<file path="config.mk">
export PLATFORM = sky130hd
export DESIGN_NAME = rdio_ctrl
export DESIGN_NICKNAME = d
export VERILOG_FILES = /design/src/hw/rdio_pkg.sv /design/src/hw/rdio_ctrl.sv
export SDC_FILE = /design/constraint.sdc
export NUM_CORES = 1
export LEC_CHECK = 0
export ABC_AREA = 1
export BUFFER_PORTS_ARGS = -buffer_cell sky130_fd_sc_hd__buf_2
export CAP_MARGIN = 0
export CELL_PAD_IN_SITES_DETAIL_PLACEMENT = 0
export CELL_PAD_IN_SITES_GLOBAL_PLACEMENT = 1
export CORE_MARGIN = 8
export CORE_UTILIZATION = 32
export CTS_CLUSTER_SIZE = 16
export DETAILED_ROUTE_END_ITERATION = 6
export PLACE_DENSITY = 0.81
export SYNTH_ARGS = -nofsm -noshare
export SYNTH_HDL_FRONTEND = slang
export SYNTH_SLANG_ARGS = --single-unit
</file>
<file path="constraint.sdc">
create_clock -name clk_sys_i -period 1.35 [get_ports clk_sys_i]
set_clock_uncertainty 0.2 [all_clocks]
set_input_delay 0.135 -clock clk_sys_i [delete_from_list [all_inputs] [get_ports clk_sys_i]]
set_output_delay 0.135 -clock clk_sys_i [all_outputs]
set_load 0.05 [all_outputs]
</file>
<file path="src/hw/rdio_pkg.sv">
package rdio_pkg;

    // ****************************************
    // sizes
    // ****************************************
    localparam int NUM_SLOTS  = 4;
    localparam int NUM_MECH   = 2;
    localparam int OVR_W      = 8;
    localparam int ERR_CODE_W = 16;
    localparam int NUM_PINS   = 7;

    // ****************************************
    // synchronised pin positions
    // ****************************************
    localparam int PIN_FAULT_CLR = 0;
    localparam int PIN_PWR_ON    = 1;
    localparam int PIN_PWR_OFF   = 2;
    localparam int PIN_AUTO_OK   = 3;
    localparam int PIN_CYC_STOP  = 4;
    localparam int PIN_FREEZE    = 5;
    localparam int PIN_RETREAT   = 6;

    // ****************************************
    // error codes and reset values
    // ****************************************
    localparam logic [ERR_CODE_W-1:0] ERR_CODE_NONE    = 16'h0000;
    localparam logic [ERR_CODE_W-1:0] ERR_CODE_EXT     = 16'h0001;
    localparam logic [ERR_CODE_W-1:0] ERR_CODE_NO_AUTO = 16'h1392;
    localparam logic [NUM_PINS-1:0]   PINS_RST         = 7'h00;
    localparam logic [NUM_MECH-1:0]   MECH_RST         = 2'h0;
    localparam logic [OVR_W-1:0]      OVR_RST          = 8'h00;

    // ****************************************
    // slot start condition
    // ****************************************
    typedef enum logic [1:0] {
        SLOT_START,
        SLOT_ALWAYS,
        SLOT_ERROR
    } rdio_slot_cond_e;

endpackage

</file>
<file path="src/hw/rdio_ctrl.sv">
`timescale 1ns/10ps
// What this block does
// - program-select output high when nothing runs and nothing is paused
// - with several slots, high only if every slot is idle
// - slots set to always-running or error-start are ignored for program-select
// - rising fault-clear edge leaves the error state
// - error output high while an error exists
// - rising power-on request edge switches drive power on
// - power-on switches every configured mechanism on together
// - powered output high while any mechanism has power
// - power-off request level switches all mechanisms off
// - power-on requests ignored while power-off request is active
// - inhibit output shows when drive power cannot be switched on
// - entering auto without permit raises E5010 and blocks auto
// - permit output follows the current permit state
// - cycle-stop edge starts stop; active output until stop completes
// - freeze input level sets or releases freeze for all mechanisms
// - freeze only changes while every slot is program-selectable
// - freeze status high when any mechanism is frozen
// - frozen: arm motion inhibited, program execution continues
// - retreat request edge starts joint move to the retreat pose
// - retreat move speed taken from current speed override
// - retreat-in-progress output high for the whole retreat move
module rdio_ctrl
    import rdio_pkg::*;
(
    // clock and reset
    input  wire logic                  clk_sys_i,
    input  wire logic                  rst_n_i,

    // sequencer pins
    input  wire logic                  fault_clear_in_i,
    input  wire logic                  drive_power_on_req_i,
    input  wire logic                  drive_power_off_req_i,
    input  wire logic                  auto_run_permit_i,
    input  wire logic                  cycle_stop_req_i,
    input  wire logic                  motion_freeze_i,
    input  wire logic                  safe_retreat_req_i,

    // task slot state from the controller core
    input  wire logic [NUM_SLOTS-1:0]  slot_running_i,
    input  wire logic [NUM_SLOTS-1:0]  slot_paused_i,
    input  rdio_slot_cond_e            slot_start_condition_i [NUM_SLOTS],

    // controller core events and settings
    input  wire logic                  error_event_i,
    input  wire logic                  auto_mode_enter_i,
    input  wire logic                  auto_mode_i,
    input  wire logic [NUM_MECH-1:0]   mech_present_i,
    input  wire logic                  power_block_i,
    input  wire logic                  cycle_stop_done_i,
    input  wire logic                  retreat_done_i,
    input  wire logic [OVR_W-1:0]      speed_override_i,

    // status outputs to the sequencer
    output logic                       prog_select_ok_o,
    output logic                       error_o,
    output logic                       drive_powered_o,
    output logic                       power_on_inhibit_o,
    output logic                       auto_permitted_o,
    output logic                       cycle_stop_active_o,
    output logic                       freeze_status_o,
    output logic                       retreat_active_o,

    // commands to the controller core
    output logic [ERR_CODE_W-1:0]      error_code_o,
    output logic                       auto_blocked_o,
    output logic [NUM_MECH-1:0]        drive_power_en_o,
    output logic                       cycle_stop_start_o,
    output logic [NUM_MECH-1:0]        freeze_mech_o,
    output logic                       arm_motion_en_o,
    output logic                       retreat_start_o,
    output logic [OVR_W-1:0]           retreat_speed_o
);

    // ****************************************
    // state
    // ****************************************
    typedef struct packed {
        logic [NUM_PINS-1:0]   sync1;
        logic [NUM_PINS-1:0]   sync2;
        logic [NUM_PINS-1:0]   prev;
        logic                  err;
        logic [ERR_CODE_W-1:0] err_code;
        logic                  auto_blk;
        logic [NUM_MECH-1:0]   pwr;
        logic                  cyc;
        logic                  cyc_pulse;
        logic [NUM_MECH-1:0]   frz;
        logic                  ret;
        logic                  ret_pulse;
        logic [OVR_W-1:0]      ret_speed;
    } rdio_state_s;

    localparam rdio_state_s STATE_RST = '{
        sync1:     PINS_RST,
        sync2:     PINS_RST,
        prev:      PINS_RST,
        err:       1'b0,
        err_code:  ERR_CODE_NONE,
        auto_blk:  1'b0,
        pwr:       MECH_RST,
        cyc:       1'b0,
        cyc_pulse: 1'b0,
        frz:       MECH_RST,
        ret:       1'b0,
        ret_pulse: 1'b0,
        ret_speed: OVR_RST
    };

    rdio_state_s state_ff;
    rdio_state_s nxt_state;

    logic [NUM_PINS-1:0]  pins_raw;
    logic [NUM_PINS-1:0]  rise;
    logic [NUM_SLOTS-1:0] slot_busy;
    logic                 all_idle;
    logic                 pwr_off_lvl;
    logic                 inhibit;
    logic                 auto_fail;

    // ****************************************
    // pin gathering and edge detection
    // ****************************************
    assign pins_raw[PIN_FAULT_CLR] = fault_clear_in_i;
    assign pins_raw[PIN_PWR_ON]    = drive_power_on_req_i;
    assign pins_raw[PIN_PWR_OFF]   = drive_power_off_req_i;
    assign pins_raw[PIN_AUTO_OK]   = auto_run_permit_i;
    assign pins_raw[PIN_CYC_STOP]  = cycle_stop_req_i;
    assign pins_raw[PIN_FREEZE]    = motion_freeze_i;
    assign pins_raw[PIN_RETREAT]   = safe_retreat_req_i;

    // one pulse per inactive-to-active transition
    assign rise = state_ff.sync2 & ~state_ff.prev;

    // ****************************************
    // program-select evaluation
    // ****************************************
    generate
        for (genvar s = 0; s < NUM_SLOTS; s++) begin : g_slot
            // always-running and error-start slots never count
            assign slot_busy[s] = (slot_start_condition_i[s] == SLOT_START) &&
                                  (slot_running_i[s] || slot_paused_i[s]);
        end
    endgenerate

    assign all_idle = ~|slot_busy;

    // ****************************************
    // power interlock
    // ****************************************
    assign pwr_off_lvl = state_ff.sync2[PIN_PWR_OFF];
    assign inhibit     = pwr_off_lvl | power_block_i;
    assign auto_fail   = auto_mode_enter_i & ~state_ff.sync2[PIN_AUTO_OK];

    // ****************************************
    // next state
    // ****************************************
    always_comb begin
        nxt_state = state_ff;

        // ****************************************
        // pin synchroniser
        // ****************************************
        // two-stage synchroniser, then edge history
        // only the second stage is read by logic, never the first
        nxt_state.sync1 = pins_raw;
        nxt_state.sync2 = state_ff.sync1;
        nxt_state.prev  = state_ff.sync2;

        // ****************************************
        // error state
        // ****************************************
        // error: a new error wins over a clear in the same cycle
        // the code names the latest cause; a clear empties it
        if (rise[PIN_FAULT_CLR]) begin
            nxt_state.err      = 1'b0;
            nxt_state.err_code = ERR_CODE_NONE;
        end
        if (error_event_i) begin
            nxt_state.err      = 1'b1;
            nxt_state.err_code = ERR_CODE_EXT;
        end
        if (auto_fail) begin
            nxt_state.err      = 1'b1;
            nxt_state.err_code = ERR_CODE_NO_AUTO;
        end

        // ****************************************
        // automatic-run interlock
        // ****************************************
        // auto block holds until auto mode is left
        // a permit that arrives later does not lift the block
        if (auto_fail) begin
            nxt_state.auto_blk = 1'b1;
        end else if (!auto_mode_i) begin
            nxt_state.auto_blk = 1'b0;
        end

        // ****************************************
        // drive power
        // ****************************************
        // drive power: off level dominates and masks on requests
        // an on edge seen while inhibited is dropped, not queued
        // mechanisms not present are never switched on
        if (pwr_off_lvl) begin
            nxt_state.pwr = MECH_RST;
        end else if (rise[PIN_PWR_ON] && !inhibit) begin
            nxt_state.pwr = state_ff.pwr | mech_present_i;
        end

        // ****************************************
        // cycle stop
        // ****************************************
        // cycle stop: start wins over a completion in the same cycle
        // a second edge during a running stop is ignored
        // the start pulse to the core lasts one cycle
        nxt_state.cyc_pulse = 1'b0;
        if (rise[PIN_CYC_STOP] && !state_ff.cyc) begin
            nxt_state.cyc       = 1'b1;
            nxt_state.cyc_pulse = 1'b1;
        end else if (cycle_stop_done_i) begin
            nxt_state.cyc = 1'b0;
        end

        // ****************************************
        // motion freeze
        // ****************************************
        // freeze follows the pin level only while all slots are idle
        // a level change while a slot runs waits until the slots go idle
        // all mechanisms share one freeze state
        if (all_idle) begin
            nxt_state.frz = {NUM_MECH{state_ff.sync2[PIN_FREEZE]}};
        end

        // ****************************************
        // safe retreat
        // ****************************************
        // safe retreat: speed captured from override at start
        // later override changes do not bend a move in flight
        // the start pulse to the core lasts one cycle
        nxt_state.ret_pulse = 1'b0;
        if (rise[PIN_RETREAT] && !state_ff.ret) begin
            nxt_state.ret       = 1'b1;
            nxt_state.ret_pulse = 1'b1;
            nxt_state.ret_speed = speed_override_i;
        end else if (retreat_done_i) begin
            nxt_state.ret = 1'b0;
        end
    end

    // ****************************************
    // state register
    // ****************************************
    always_ff @(posedge clk_sys_i or negedge rst_n_i) begin
        if (!rst_n_i) begin
            state_ff <= STATE_RST;
        end else begin
            state_ff <= nxt_state;
        end
    end

    // ****************************************
    // outputs
    // ****************************************
    // program select is combinational from the slot state
    assign prog_select_ok_o    = all_idle;

    // error state and its cause
    assign error_o             = state_ff.err;
    assign error_code_o        = state_ff.err_code;

    // drive power and its interlock
    assign drive_power_en_o    = state_ff.pwr;
    assign drive_powered_o     = |state_ff.pwr;
    assign power_on_inhibit_o  = inhibit;

    // automatic-run permit and block
    assign auto_permitted_o    = state_ff.sync2[PIN_AUTO_OK];
    assign auto_blocked_o      = state_ff.auto_blk;

    // cycle stop
    assign cycle_stop_active_o = state_ff.cyc;
    assign cycle_stop_start_o  = state_ff.cyc_pulse;

    // motion freeze
    assign freeze_mech_o       = state_ff.frz;
    assign freeze_status_o     = |state_ff.frz;
    // frozen arm stays still; program flow is not gated here
    assign arm_motion_en_o     = ~|state_ff.frz;

    // safe retreat
    assign retreat_active_o    = state_ff.ret;
    assign retreat_start_o     = state_ff.ret_pulse;
    assign retreat_speed_o     = state_ff.ret_speed;

endmodule

</file>
==> metrics.md, run 1 <==
| Metric | Value |
|---|---|
| Status | `finished with violations` |
| Failing checks | `negative setup slack` |
| Class of the most critical setup path | `reg2out` |
| Met3 WL | `approximately 340 µm` |
| Syn_area_per_cell | `10.36 µm²` |
| Reg2Reg Setup Slack | `between 0.15 and 0.2 ns` |
| Routed via count | `roughly 1200` |
| Synth top area share | `roughly 60%` |
| Fin. Hold Viols | `0` |
| Synth Instances | `150` |
| Die area | `around 0.0073 mm²` |
| P&R area growth vs syn | `43.72%` |
| Reg-to-Reg End | `retreat_speed_o[7]$_DFFE_PN0P_` |
| Crit path from | `drive_power_en_o[1]$_DFFE_PN0P_` |
| HP Class | `in2reg` |
| IO buf count | `71` |
| GRT Total Usage | `roughly 10%` |
| Die Y | `85.69 µm` |
| Vias per Instance | `between 4 and 5` |
| Vias in the first global route | `1247` |
| TritonCTS clock tree | `built` |
| Clock transition at path regs | `approximately 0.060 ns` |
| Starting Density | `between 30 and 40%` |
| CTS H-tree lvls | `2` |
| Post-route cell area | `roughly 0.0022 mm²` |
| F_max | `~710 MHz` |
| Routed WL | `roughly 3400 µm` |
| Core Region | `0.004692 mm²` |
| Mapped cell area | `0.001554 mm²` |
| Setup TNS | `-0.05114 ns` |
| Die width | `roughly 86 µm` |
| Fin nets | `approximately 280` |
| Synth warnings | `0` |
| Routed Antenna Nets | `0` |
| Worst Setup Start Kind | `flop` |
| Clk buf depth | `2` |
| # DRC | `0` |
| Critical-path top delay cell | `dfrtp_1` |
| Grt ovf | `0` |
| DRT met1 WL | `approximately 1200 µm` |
| Critical Path End Type | `output pin` |
| Cell Rows | `25` |
| Sequential share of the synthesized area | `between 50% and 60%` |
| Setup ws final | `-0.05114 ns` |
| Clk Latency, worst-skew pair | `about 0.28 ns` |
| Global placer's final weighted congestion | `0.6601` |
| R2R cell count | `6` |
| Family with the most delay on the worst path | `flip-flops` |
| Critical path required time | `roughly 1 ns` |
| # IOs | `between 80 and 90` |
| Main area contributors after synthesis | `dfrtp_1 (60%), buf_4 (14%), nand2_2 (6.8%), nand2_1 (6.5%), inv_1 (3.1%)` |
| VDD IR max | `0.7400 mV` |
| Crit path DAT | `about 1.1 ns` |
| Period Utilization, post-route | `103.8%` |
| CP max FO | `2` |
| Distinct cells, synth | `20` |
| Wire length per cell | `11.72 µm` |
| Area after DPL | `around 0.0018 mm²` |
| Drt pass-1 iters | `4` |
| Dpl ws | `roughly 0.13 ns` |
| Clock Sinks | `37` |
| Initial antenna violation count | `0` |
| Hpwl dp | `between 2000 and 2500 µm` |
| Hold Path End | `freeze_mech_o[0]$_DFFE_PN0N_` |
| Max layer used | `met4` |
| Hold slack | `0.03511 ns` |
| RSZ-0062 raised after global routing | `true` |
| Cell taking the most area after synthesis | `dfrtp_1` |
| Critical path buffer and inverter count | `1` |
| Largest net degree at the start of global routing | `38` |
| # diodes | `0` |
| Hold path startpoint | `slot_running_i[0]` |
| Number of setup violations in the final report | `1` |
| Root Driver | `clkbuf_8` |
| Wire length of the first global-routing pass | `5637 µm` |
| Fillers | `~440` |
| Iteration-0 DRC count of the detailed router | `43` |
| Synth Register Bits | `37` |
| Worst path cell trace | `or2_4, buf_8` |
| Pins over their slew limit | `0` |
| PD cells | `1438 mW/mm²` |
| Min cycle time layout | `between 1 and 1.5 ns` |
| RR Startpoint | `nxt_state[40]$_DFF_PN0_` |
| Largest stage delay, worst path | `roughly 0.38 ns` |
| Total CTS buffers | `5` |
| Max-cap violation count | `0` |
| Share of cells above drive strength 1 | `47.23%` |
| Leak Pwr | `roughly 1.2 nW` |
| Hold path depth | `5` |
| Wire length on met2 | `1753 µm` |
cell type report:
class	instances	area (µm²)	area share [%]
timing repair buffer	97	668.1	29.92
inverter	18	80.08	3.585
sequential	37	928.4	41.57
tap	54	67.56	3.025
clock inverter	1	30.03	1.345
clock buffer	7	86.33	3.866
multi-input combinational	75	372.9	16.69
report_power, final:
part,switching [mW],total [mW],internal [mW]
Clock,0.376,0.978,0.602
Combinational,0.681,0.961,0.281
Sequential,0.0565,1.27,1.22
metal layers:
metal	track usage, %	up-vias
met5	0	-
met4	5.255	0
met3	5.062	9
met2	17.14	49
met1	8.981	529
li1	-	578
repair_timing:
| action | CTS | global route |
|---|---|---|
| pin swaps | 1 | 1 |
| setup endpoints to repair | 9 | 10 |
| buffers inserted | 2 | 0 |
| resized for setup | 14 | 8 |
| hold endpoints to repair | 60 | 0 |
| hold buffers | 23 | 0 |
sequential cells by signal, indices dropped and copies added (netlist names), 2 cells and up:
signal and flops:
state_ff 4, error_code_o 2, nxt_state 13, drive_power_en_o 2, retreat_speed_o 8
cells in the mapped netlist:
master	instances
nand2_4	1
buf_4	28
a21oi_1	1
o21ai_0	5
o22ai_1	1
nor2_4	1
inv_2	3
inv_1	13
dfrtp_1	37
nand2_1	27
clkinv_8	1
nor2_2	1
conb_1	1
nor2_1	6
or2_2	1
a31oi_2	1
nand2_2	17
o21ai_1	2
clkinv_1	1
nand3_1	2
worst min-delay path, delay by kind of cell:
kind | cells | cell delay (ns)
AO/OA/AOI/OAI | 2 | 0.12
AND/OR/NAND/NOR | 2 | 0.16
buffers and inverters | 1 | 0.08
layout by cell type, fill, tap and decap left out, drive strengths merged:
cell / n
nand3: 2
conb: 9
dlygate4sd3: 23
o21ai: 7
or2: 1
inv: 16
a21oi: 1
nand2: 45
dfrtp: 37
buf: 72
a31oi: 1
o22ai: 1
nor2: 8
bufinv: 1
clkbuf: 9
clkinv: 2
worst max-delay path by stage:
stage                           end  slack [ns]  cells after the start
floorplan           arm_motion_en_o        0.01                      1
global placement    drive_powered_o        0.15                      2
detailed placement  drive_powered_o        0.13                      2
CTS                 drive_powered_o       -0.06                      2
global route        drive_powered_o       -0.08                      2
finish              drive_powered_o       -0.05                      2
through the flow:
| step | std cells | total power, mW | util, % |
|---|---|---|---|
| finish | 289 | 3.211 | 47.60 |
| global route | 289 | 3.374 | 47.60 |
| CTS | 289 | 3.245 | 47.28 |
| detailed placement | 256 | 2.156 | 38.75 |
| global placement | 256 | 2.146 | 38.75 |
| floorplan | 158 | 2.055 | - |
cells by family after synthesis:
group / after synthesis / synth area share (%)
buffers and inverters: 46 / 18.68
AND/OR/NAND/NOR: 56 / 17.71
AO/OA/AOI/OAI: 10 / 3.784
flip-flops: 37 / 59.58
other: 1 / 0.2413
Note: power is estimated with default switching activity, not from simulation.
==> inputs of run 2 (changes only) <==
--- a/config.mk
+++ b/config.mk
@@ -13,6 +13,6 @@
 export CORE_MARGIN = 8
-export CORE_UTILIZATION = 32
+export CORE_UTILIZATION = 35
 export CTS_CLUSTER_SIZE = 16
 export DETAILED_ROUTE_END_ITERATION = 6
-export PLACE_DENSITY = 0.81
+export PLACE_DENSITY = 0.87
 export SYNTH_ARGS = -nofsm -noshare
==> constraint.sdc (replaced) <==
create_clock -name clk_sys_i -period 1.65 [get_ports clk_sys_i]
set_clock_uncertainty 0.2 [all_clocks]
set_input_delay 0.0825 -clock clk_sys_i [delete_from_list [all_inputs] [get_ports clk_sys_i]]
set_output_delay 0.0825 -clock clk_sys_i [all_outputs]
set_load 0.05 [all_outputs]
==> metrics.md, run 2 (synthesis gave the netlist of run 1 again) <==
| Metric | Value |
|---|---|
| Status | `completed` |
| Fin nets | `277 (+0.73%)` |
| Wire length per cell | `11.45 µm (-2.3%)` |
| Total CTS buffers | `5 (unchanged)` |
| Critical path required time | `1.62 ns (+0.61 ns)` |
| Cell Rows | `24 (-4.0%)` |
| Core Region | `0.004324 mm² (-7.8%)` |
| Class of the most critical setup path | `in2reg` |
| Most common cell after layout, fill and taps aside | `buf_2` |
| # diodes | `0 (unchanged)` |
| RSZ-0062 raised after global routing | `false` |
| Commonest non-fill, non-tap cells in the layout | `buf_2 (70), dfrtp_1 (37), nand2_1 (27), dlygate4sd3_1 (27), nand2_2 (17)` |
| CTS H-tree lvls | `2 (unchanged)` |
| Number of setup violations in the final report | `0 (-1)` |
| Non-filler cells, final | `289 (unchanged)` |
| Crit path from | `auto_mode_enter_i` |
| Reg2Reg Setup Slack | `0.16 ns (-0.02 ns)` |
| Clock Sinks | `37 (unchanged)` |
| Hpwl dp | `2266 µm (-4.0%)` |
| Worst path cell trace | `dlygate4sd3_1, buf_2, inv_1, nor2_1, inv_1, nand3_1, dlygate4sd3_1` |
| F_max | `637.7 MHz` |
| Clk buf depth | `2 (unchanged)` |
| Setup ws final | `0.08199 ns (+0.1331 ns)` |
| CP max FO | `3 (+1)` |
| Hold path depth | `5 (unchanged)` |
| Dpl ws | `0.4890 ns (+0.3541 ns)` |
| HP Class | `in2reg` |
| Vias in the first global route | `1108 (-11%)` |
| DP Cell Count | `254 (-0.78%)` |
| Period Utilization, post-route | `95.03%` |
| TritonCTS clock tree | `built` |
| Share of cells above drive strength 1 | `43.88% (-3.4 points)` |
| P&R area growth vs syn | `38.89%` |
| Die width | `82.64 µm (-3.6%)` |
| Routed WL | `3310 µm (-2.3%)` |
| Crit path DAT | `1.54 ns (+0.47 ns)` |
| Min cycle time layout | `between 1.5 and 2 ns` |
| Worst Setup Start Kind | `primary input` |
| Fin util | `49.91% (+2.3 points)` |
| Largest net degree at the start of global routing | `38 (unchanged)` |
| Starting Density | `35.94% (+2.8 points)` |
| Max FFs per register | `13 (unchanged)` |
| Vias per Instance | `3.941 (-2.2%)` |
| Post-route cell area | `0.002158 mm² (-3.4%)` |
| Clock transition at path regs | `0.07 ns (about the same)` |
| IO buf count | `71 (unchanged)` |
| Hold Path End | `drive_power_en_o[1]$_DFFE_PN0P_` |
| R2R cell count | `4 (-2)` |
| # IOs | `81 (unchanged)` |
| Pins over their slew limit | `0 (unchanged)` |
| Critical-path top delay cell | `dlygate4sd3_1` |
| Drt pass-1 iters | `4 (unchanged)` |
| Root Driver | `clkbuf_8` |
| # DRC | `0 (unchanged)` |
| Hold slack | `0.03867 ns (+0.003554 ns)` |
| Largest stage delay, worst path | `0.55 ns (+0.17 ns)` |
| Max-cap violation count | `0 (unchanged)` |
| Wire length of the first global-routing pass | `5071 µm (-10%)` |
| GRT Total Usage | `9.808% (+0.036 points)` |
| Routed Antenna Nets | `0 (unchanged)` |
| PD cells | `1107 mW/mm² (-23%)` |
| Critical Path End Type | `flop` |
| RR Startpoint | `auto_permitted_o$_DFF_PN0_` |
| Power, Total | `2.390 mW (-26%)` |
| Grt ovf | `0 (unchanged)` |
| Die Y | `82.64 µm (-3.6%)` |
| Leak Pwr | `1.174 nW (-2.4%)` |
| Hold path startpoint | `power_block_i` |
| Reg-to-Reg End | `error_o$_DFFE_PN0P_` |
| Routed via count | `1139 (-2.2%)` |
| Global placer's final weighted congestion | `0.6703 (+1.5%)` |
| Clk Latency, worst-skew pair | `0.28 ns (about the same)` |
| Setup TNS | `0 ns (+0.05114 ns)` |
| Iteration-0 DRC count of the detailed router | `23 (-47%)` |
| VDD IR max | `0.5643 mV (-24%)` |
| Area after DPL | `0.001802 mm² (-0.89%)` |
| Initial antenna violation count | `0 (unchanged)` |
| Die area | `0.006829 mm² (-7.0%)` |
| Fin. Hold Viols | `0 (unchanged)` |
==> run 2: changes by cell type in the layout (fill, tap and decap cells not counted), sizes merged <==
cell,delta
bufinv,-1
dlygate4sd3,+4
clkbuf,-2
clkinvlp,+1
==> run 2: layer usage <==
layer	wire, µm	GRT usage [%]	vias to the layer above
li1	-	-	586
met1	1167	9.974	511
met2	1844	17.62	35
met3	242	3.680	7
met4	55	4.138	0
met5	0	0	-
==> run 2: worst max path at each step <==
stage / cells past startpoint / to
floorplan: 5 / retreat_speed_o[0]$_DFFE_PN0P_
global placement: 2 / drive_powered_o
detailed placement: 6 / retreat_speed_o[6]$_DFFE_PN0P_
CTS: 6 / prog_select_ok_o
global route: 7 / error_o$_DFFE_PN0P_
finish: 7 / error_o$_DFFE_PN0P_
==> run 2: report_power, final <==
group / internal [mW] / total (mW) / switching [mW]
Combinational: 0.199 / 0.749 / 0.551
Sequential: 0.994 / 1.04 / 0.0463
Clock: 0.299 / 0.601 / 0.302
==> run 2: repair_timing <==
item                                    in CTS  in global routing
setup buffers                                0                  0
hold endpoints to repair                    61                  0
hold buffers                                27                  0
endpoints found under the setup margin       0                  1
resized for setup                            0                  2
==> run 2: critical path: cells and delay by family <==
family | cells | cell delay (ns)
buffers and inverters | 5 | 1.34
and+or+nand+nor | 2 | 0.11
==> run 2: layout make-up <==
cell class                      instances  area [µm²]
Fill cell                             415        2166
Sequential cell                        37       925.9
Timing Repair Buffer                   99       635.6
Multi-Input combinational cell         75       367.9
Inverter                               18       80.08
Clock buffer                            7       76.32
Tap cell                               52       65.06
Clock inverter                          1       7.507
